===== config.mk =====
export PLATFORM = sky130hd
export DESIGN_NAME = wake_event_enable_gating
export DESIGN_NICKNAME = d
export VERILOG_FILES = /design/src/wake_gate_pkg.sv /design/src/wake_status_group.sv /design/src/wake_event_enable_gating.sv
export VERILOG_INCLUDE_DIRS = /design/src /design/src/src
export SDC_FILE = /design/constraint.sdc
export NUM_CORES = 1
export LEC_CHECK = 0
export ABC_CLOCK_PERIOD_IN_PS = 5700
export BUFFER_PORTS_ARGS = -buffer_cell sky130_fd_sc_hd__buf_4
export CORE_ASPECT_RATIO = 0.8
export CORE_MARGIN = 8
export CORE_UTILIZATION = 64
export CTS_BUF_LIST = sky130_fd_sc_hd__clkbuf_8
export DETAILED_ROUTE_END_ITERATION = 10
export HOLD_SLACK_MARGIN = 0.15
export PLACE_DENSITY = 0.87
export SYNTH_ARGS = -nofsm -noshare
export SYNTH_HDL_FRONTEND = slang
export SYNTH_HIERARCHICAL = 1
export SYNTH_SLANG_ARGS = --single-unit

===== constraint.sdc =====
create_clock -name clock -period 5.7 [get_ports clock]
set_clock_uncertainty 0.15 [all_clocks]
set_input_delay 0.285 -clock clock [delete_from_list [all_inputs] [get_ports clock]]
set_output_delay 0.285 -clock clock [all_outputs]
set_load 0.05 [all_outputs]

===== src/wake_gate_consts.svh =====
// Purpose: Named offsets, reset values and field positions for the wake gating block
// Assumes: Included by bare name from design files
// Notes: Definitions only
`ifndef WAKE_GATE_CONSTS_SVH
`define WAKE_GATE_CONSTS_SVH

// ****************************************
// Register offsets
// ****************************************
`define OFS_STATUS_PERIPH 8'h04
`define OFS_STATUS_GRP1 8'h05
`define OFS_STATUS_GRP2 8'h06
`define OFS_STATUS_GRP3 8'h07
`define OFS_ENABLE_PERIPH 8'h0A
`define OFS_ENABLE_GRP1 8'h0B
`define OFS_ENABLE_GRP2 8'h0C
`define OFS_ENABLE_GRP3 8'h0D
`define OFS_MASTER_CTRL 8'h20

// ****************************************
// Reset values and fields
// ****************************************
`define ENABLE_RESET 8'h00
`define STATUS_RESET 8'h00
`define READ_ZERO 8'h00
`define PERIPH_RSVD_MASK 8'hFE
`define GRP_FULL_MASK 8'hFF
`define MASTER_BIT 0
`define NUM_GROUPS 4

`endif


===== src/wake_gate_pkg.sv =====
// Purpose: Types shared by the wake gating block
// Assumes: Constants come from wake_gate_consts.svh
// Notes: Types only
package wake_gate_pkg;
    typedef logic [7:0] byte_t;
    typedef logic [1:0] group_idx_t;
endpackage : wake_gate_pkg


===== src/wake_status_group.sv =====
// Purpose: One group of eight sticky wake status bits with its enable gate
// Assumes: Events are synchronised single-clock level or pulse inputs
// Notes: Set wins over a write-one clear in the same cycle
`timescale 1ns/1ps
`include "wake_gate_consts.svh"
module wake_status_group
    import wake_gate_pkg::*;
#(
    parameter byte_t VALID_MASK = 8'hFF
) (
    input wire logic clock,
    input wire logic standby_por,
    input wire logic [7:0] event_in,
    input wire logic clear_write,
    input wire logic [7:0] clear_data,
    input wire logic [7:0] enable,
    output logic [7:0] status,
    output logic gated_any
);
    // ****************************************
    // Sticky status
    // ****************************************
    wire logic [7:0] next_status;
    // Write one clears, event set takes precedence
    assign next_status = ((status & ~(clear_write ? clear_data : `READ_ZERO)) | event_in) & VALID_MASK;

    // Only the standby rail reset clears status
    always_ff @(posedge clock) begin
        if (standby_por) begin
            status <= `STATUS_RESET;
        end else begin
            status <= next_status;
        end
    end

    // Disabled bits never reach the output
    assign gated_any = |(status & enable);
endmodule : wake_status_group


===== src/wake_event_enable_gating.sv =====
// Purpose: Per-source gating of wake events onto the shared active-low wake output
// Assumes: Event inputs arrive from pins and are synchronised here; srst is the standby rail reset
// Notes: Main supply, soft and hard resets are not seen by this block at all
`timescale 1ns/1ps
`include "wake_gate_consts.svh"

// Notes on behaviour
// - A source drives the wake output only when its enable, its status and the master enable are all one.
// - A disabled source still records its event in status but cannot drive the wake output.
// - Enable registers clear to zero only on the standby rail reset and survive every other reset.
// - Peripheral enable bits are reserved, ring two, ring one, keyboard, pointer, key, fan one, fan two.
// - Group one enable bits 0 to 7 cover pins 10 to 17 in ascending order.
// - Group two bits 0-2 cover pins 20-22, bit 3 the grouped interrupt wake, bits 4-7 pins 24-27.
// - Group three bits 0 to 7 cover pins 30, 31, 32, 33, 41, 43, 60 and 61.
// - Each status bit except reserved peripheral bit 0 sets on its event regardless of the enables.
// - Writing one clears a status bit and writing zero leaves it.
module wake_event_enable_gating
    import wake_gate_pkg::*;
(
    input wire logic clock,
    input wire logic srst,
    input wire logic [7:0] addr,
    input wire logic [7:0] wdata,
    input wire logic wr,
    input wire logic rd,
    output logic [7:0] rdata,
    input wire logic [7:0] periph_events,
    input wire logic [7:0] pin_group_one_events,
    input wire logic [7:0] pin_group_two_events,
    input wire logic [7:0] pin_group_three_events,
    output logic shared_wake_output_n
);
    // ****************************************
    // Event synchronisers
    // ****************************************
    logic [31:0] sync_a;
    logic [31:0] sync_b;
    wire logic [31:0] raw_events;
    assign raw_events = {pin_group_three_events, pin_group_two_events, pin_group_one_events, periph_events};

    // Two flops per pin; only sync_b is used downstream
    always_ff @(posedge clock) begin
        sync_a <= raw_events;
        sync_b <= sync_a;
    end

    // ****************************************
    // Register decode
    // ****************************************
    byte_t enable_reg [`NUM_GROUPS];
    logic wake_master_enable;
    wire logic [7:0] status_bits [`NUM_GROUPS];
    wire logic [3:0] gated_grp;
    wire logic [7:0] enable_ofs [`NUM_GROUPS];
    wire logic [7:0] status_ofs [`NUM_GROUPS];
    wire byte_t valid_mask [`NUM_GROUPS];

    assign enable_ofs[0] = `OFS_ENABLE_PERIPH;
    assign enable_ofs[1] = `OFS_ENABLE_GRP1;
    assign enable_ofs[2] = `OFS_ENABLE_GRP2;
    assign enable_ofs[3] = `OFS_ENABLE_GRP3;
    assign status_ofs[0] = `OFS_STATUS_PERIPH;
    assign status_ofs[1] = `OFS_STATUS_GRP1;
    assign status_ofs[2] = `OFS_STATUS_GRP2;
    assign status_ofs[3] = `OFS_STATUS_GRP3;
    // Peripheral bit 0 is reserved; groups map bit n to their n-th source
    assign valid_mask[0] = `PERIPH_RSVD_MASK;
    assign valid_mask[1] = `GRP_FULL_MASK;
    assign valid_mask[2] = `GRP_FULL_MASK;
    assign valid_mask[3] = `GRP_FULL_MASK;

    wire logic master_hit;
    assign master_hit = (addr == `OFS_MASTER_CTRL);

    // ****************************************
    // Per-group enable registers and status
    // ****************************************
    genvar g;
    generate
        for (g = 0; g < `NUM_GROUPS; g++) begin : grp
            wire logic en_hit;
            wire logic st_hit;
            assign en_hit = wr && (addr == enable_ofs[g]);
            assign st_hit = wr && (addr == status_ofs[g]);

            // Cleared only by the standby rail reset
            // Bits map one to one onto source event positions
            always_ff @(posedge clock) begin
                if (srst) begin
                    enable_reg[g] <= `ENABLE_RESET;
                end else if (en_hit) begin
                    enable_reg[g] <= wdata & valid_mask[g];
                end
            end

            // Event bit n pairs with enable bit n in each group
            // Masking is done on the event_in connection below, so every group instance is full width
            wake_status_group #(
                .VALID_MASK(`GRP_FULL_MASK)
            ) u_status (
                .clock(clock),
                .standby_por(srst),
                .event_in(sync_b[g*8 +: 8] & valid_mask[g]),
                .clear_write(st_hit),
                .clear_data(wdata),
                .enable(enable_reg[g]),
                .status(status_bits[g]),
                .gated_any(gated_grp[g])
            );

        end
    endgenerate

    // Master enable, standby-rail reset like the enables
    always_ff @(posedge clock) begin
        if (srst) begin
            wake_master_enable <= 1'b0;
        end else if (wr && master_hit) begin
            wake_master_enable <= wdata[`MASTER_BIT];
        end
    end

    // ****************************************
    // Read path
    // ****************************************
    logic [7:0] next_rdata;
    always_comb begin
        next_rdata = `READ_ZERO;
        for (int i = 0; i < `NUM_GROUPS; i++) begin
            if (addr == enable_ofs[i]) begin
                next_rdata = enable_reg[i];
            end
            if (addr == status_ofs[i]) begin
                next_rdata = status_bits[i];
            end
        end
        if (master_hit) begin
            next_rdata = {7'h00, wake_master_enable};
        end
    end

    // Data valid only in the cycle after the strobe; zero otherwise
    always_ff @(posedge clock) begin
        if (srst) begin
            rdata <= `READ_ZERO;
        end else begin
            rdata <= rd ? next_rdata : `READ_ZERO;
        end
    end

    // ****************************************
    // Wake output
    // ****************************************
    // All three conditions needed per source
    // Registered so the pin never glitches
    always_ff @(posedge clock) begin
        if (srst) begin
            shared_wake_output_n <= 1'b1;
        end else begin
            shared_wake_output_n <= ~(wake_master_enable && (|gated_grp));
        end
    end
endmodule : wake_event_enable_gating


==> results.json <==
{
  "cts_buffer_depth": 2,
  "yosysTopAreaCell": "dfxtp_1",
  "drc": 0,
  "synth_area_leaders": "dfxtp_1 (44%), edfxtp_1 (20%), o21ba_1 (6.7%)",
  "fin_crit_ns": 2.34,
  "cts_buffers": 17,
  "die_h_um": 93.1,
  "dieArea_sq_um": 10500,
  "grt_max_degree": 36,
  "relSlewSlack": 0.233,
  "crit_family": "simple AND/OR/NAND/NOR gates",
  "clk_pin_slew_ns": 0.09,
  "holdCritPathClass": "in2reg",
  "synth_edf_count": 31,
  "hold_violations": 0,
  "grt_setup_unrepaired": "false",
  "seq_area_frac_synth": 0.633,
  "routabilityCongestion": 0.865,
  "r2r_cells": 4,
  "critical_path.slowest_cell": "or3_1",
  "clock-root-buffer": "clkbuf_8",
  "crit_fanout": 15,
  "crit_path_start": "addr[0]",
  "io_buffers": 59,
  "start_kind": "primary input",
  "rrSetupSlack_ns": 3.98,
  "r2r-start": "enable_reg[1][6]",
  "drv_slew": 0,
  "syn_inst": 374,
  "cts_tree": "done",
  "max_freq_mhz": 428,
  "cp-end-kind": "register",
  "diodes": 0,
  "final_cell_mix": "dfxtp_1 (104), buf_4 (62), dlygate4sd3_1 (41)",
  "power_density_nw_per_um2": 330,
  "wire_per_inst_um": 21.9,
  "max_stage_delay_ns": 0.63,
  "cp.depth": 6,
  "grt_pass1_wl_um": 20000,
  "ant_nets": 0,
  "yosys.area.top_type_share": 0.438,
  "mostFrequentLayoutCell": "dfxtp_1",
  "drive_gt1_frac": 0.204,
  "wl_um": 12900,
  "max_slew.worst_pin.slew_ns": 1.14,
  "grt_overflow": 0,
  "drtPass1Iterations": 5,
  "insertion_delay_ns": 0.45,
  "fin_setup_tns_ns": 0,
  "maxCapViolCount": 0,
  "antenna_found_initial": 0,
  "viasPerCell": 6.15,
  "ys.warnings.count": 6,
  "worstPathCellList": "buf_4, or3_1, or3_1, nor2_1, a21boi_1, o21ba_1",
  "num_vias": 3631,
  "drtIter0Drc": 307,
  "largest_reg_flops": 32,
  "critPathMostFrequentCell": "or3_1",
  "critPathKind": "in2reg",
  "fin_hold_ws_ns": 0.175,
  "initial_core_util": 0.653,
  "cts.repair.resized": 0,
  "final_nets": 539,
  "worst_ep_arrival_time_ns": 2.53,
  "async_flop_share": 0,
  "ir_drop_uv": 302,
  "worstPathRequired_ns": 5.89,
  "rr_endpoint": "shared_wake_output_n",
  "io_pins": 61,
  "crit_buf_inv": 1,
  "dp_hpwl_um": 7970,
  "ys_types": 47,
  "htree_num_levels": 4,
  "yosys_register_bits": 135,
  "coreArea_sq_um": 7290,
  "grt_usage": 0.254,
  "area_growth_pct": 28.4,
  "synth-main-ff-cell": "dfxtp_1",
  "die_w_um": 112,
  "outcome": "finished, final reports clean",
  "avgSynthCellArea_sq_um": 12.7,
  "crit_end": "grp[2].u_status/status[5]",
  "setup_viol": 0,
  "p_total_mw": 2.02,
  "fin_crit_sh": 0.410,
  "top_register": "grp.u_status/status",
  "p_leak_nw": 2.54,
  "grt_pass1_vias": 3654,
  "clock-sinks": 135,
  "fp-row-count": 28,
  "synth_area_sq_um": 4760
}
[cells in the mapped netlist (2+ instances only)]
cell type	n
clkbuf_1	6
nor4_1	3
nor2_1	14
o21ba_1	32
o21ai_0	8
a21boi_1	32
nand3_1	3
nand2_1	7
nor3_1	2
dfxtp_1	104
a211o_1	2
nor3_2	2
nand3b_1	6
nand2b_1	3
a22oi_1	24
inv_1	3
nor4b_1	2
mux2i_1	2
and2_1	32
a21oi_1	6
a22o_1	6
a211oi_1	6
nor4_2	2
nand4_1	5
edfxtp_1	31
o32ai_1	8
buf_2	2
or3_1	2
[cell families after synthesis]
family | synth area share
buffers and inverters | 0.0132
AO/OA/AOI/OAI | 0.217
other | 0.000788
multiplexers | 0.00421
flip-flops | 0.633
AND/OR/NAND/NOR | 0.131
[cell type report]
cell class,instances,area [sq um]
well taps,90,113
clock inverters,14,160
inverters,3,11.3
flip-flops and latches,135,3010
clock buffers,18,248
fillers,386,1180
repair buffers,103,876
multi-input cells,227,1690
[where the power goes]
group | switching, mW | total (mW) | internal (mW)
clock network | 0.408 | 0.822 | 0.413
registers | 0.0304 | 1.06 | 1.03
logic | 0.0627 | 0.138 | 0.0751
total | 0.501 | 2.02 | 1.52
[worst min path at each step]
| stage | from | to | slack (ns) | cells past startpoint |
|---|---|---|---|---|
| 2_1_floorplan | sync_a[10] | sync_b[10] | 0.16 | 0 |
| 3_3_place_gp | sync_a[7] | sync_b[7] | 0.16 | 0 |
| 3_5_place_dp | sync_a[11] | sync_b[11] | 0.16 | 0 |
| 4_1_cts | addr[0] | rdata[0] | 0.16 | 3 |
| 5_1_grt | sync_a[26] | sync_b[26] | 0.18 | 0 |
| 6_report | addr[0] | rdata[0] | 0.17 | 3 |
[metrics by stage]
step                instances  cell area (sq um)  setup WS (ns)   util
finish                    590               6110           3.36  0.838
global route              590               6110           3.30  0.838
CTS                       590               6110           3.41  0.838
detailed placement        517               5290           3.00  0.726
global placement          517               5290           3.02  0.726
floorplan                 375               4760           3.36      -
[worst min-delay path, stage by stage]
cell,delay [ns]
buf_4,0.10
nand4b_1,0.22
a31oi_1,0.11
[repair_timing]
item	CTS	global route
hold buffers	41	0
setup buffers	0	0
hold endpoints to repair	84	0
[per-layer routing]
layer | wire [um] | part of all wire | global-route usage | up-vias
met1 | 5190 | 0.40 | 0.302 | 1750
li1 | - | - | - | 1633
met3 | 1200 | 0.093 | 0.0837 | 33
met5 | 0 | 0 | 0 | -
met2 | 6220 | 0.48 | 0.421 | 215
met4 | 307 | 0.024 | 0.0985 | 0
Note: power is estimated with default switching activity, not from simulation.
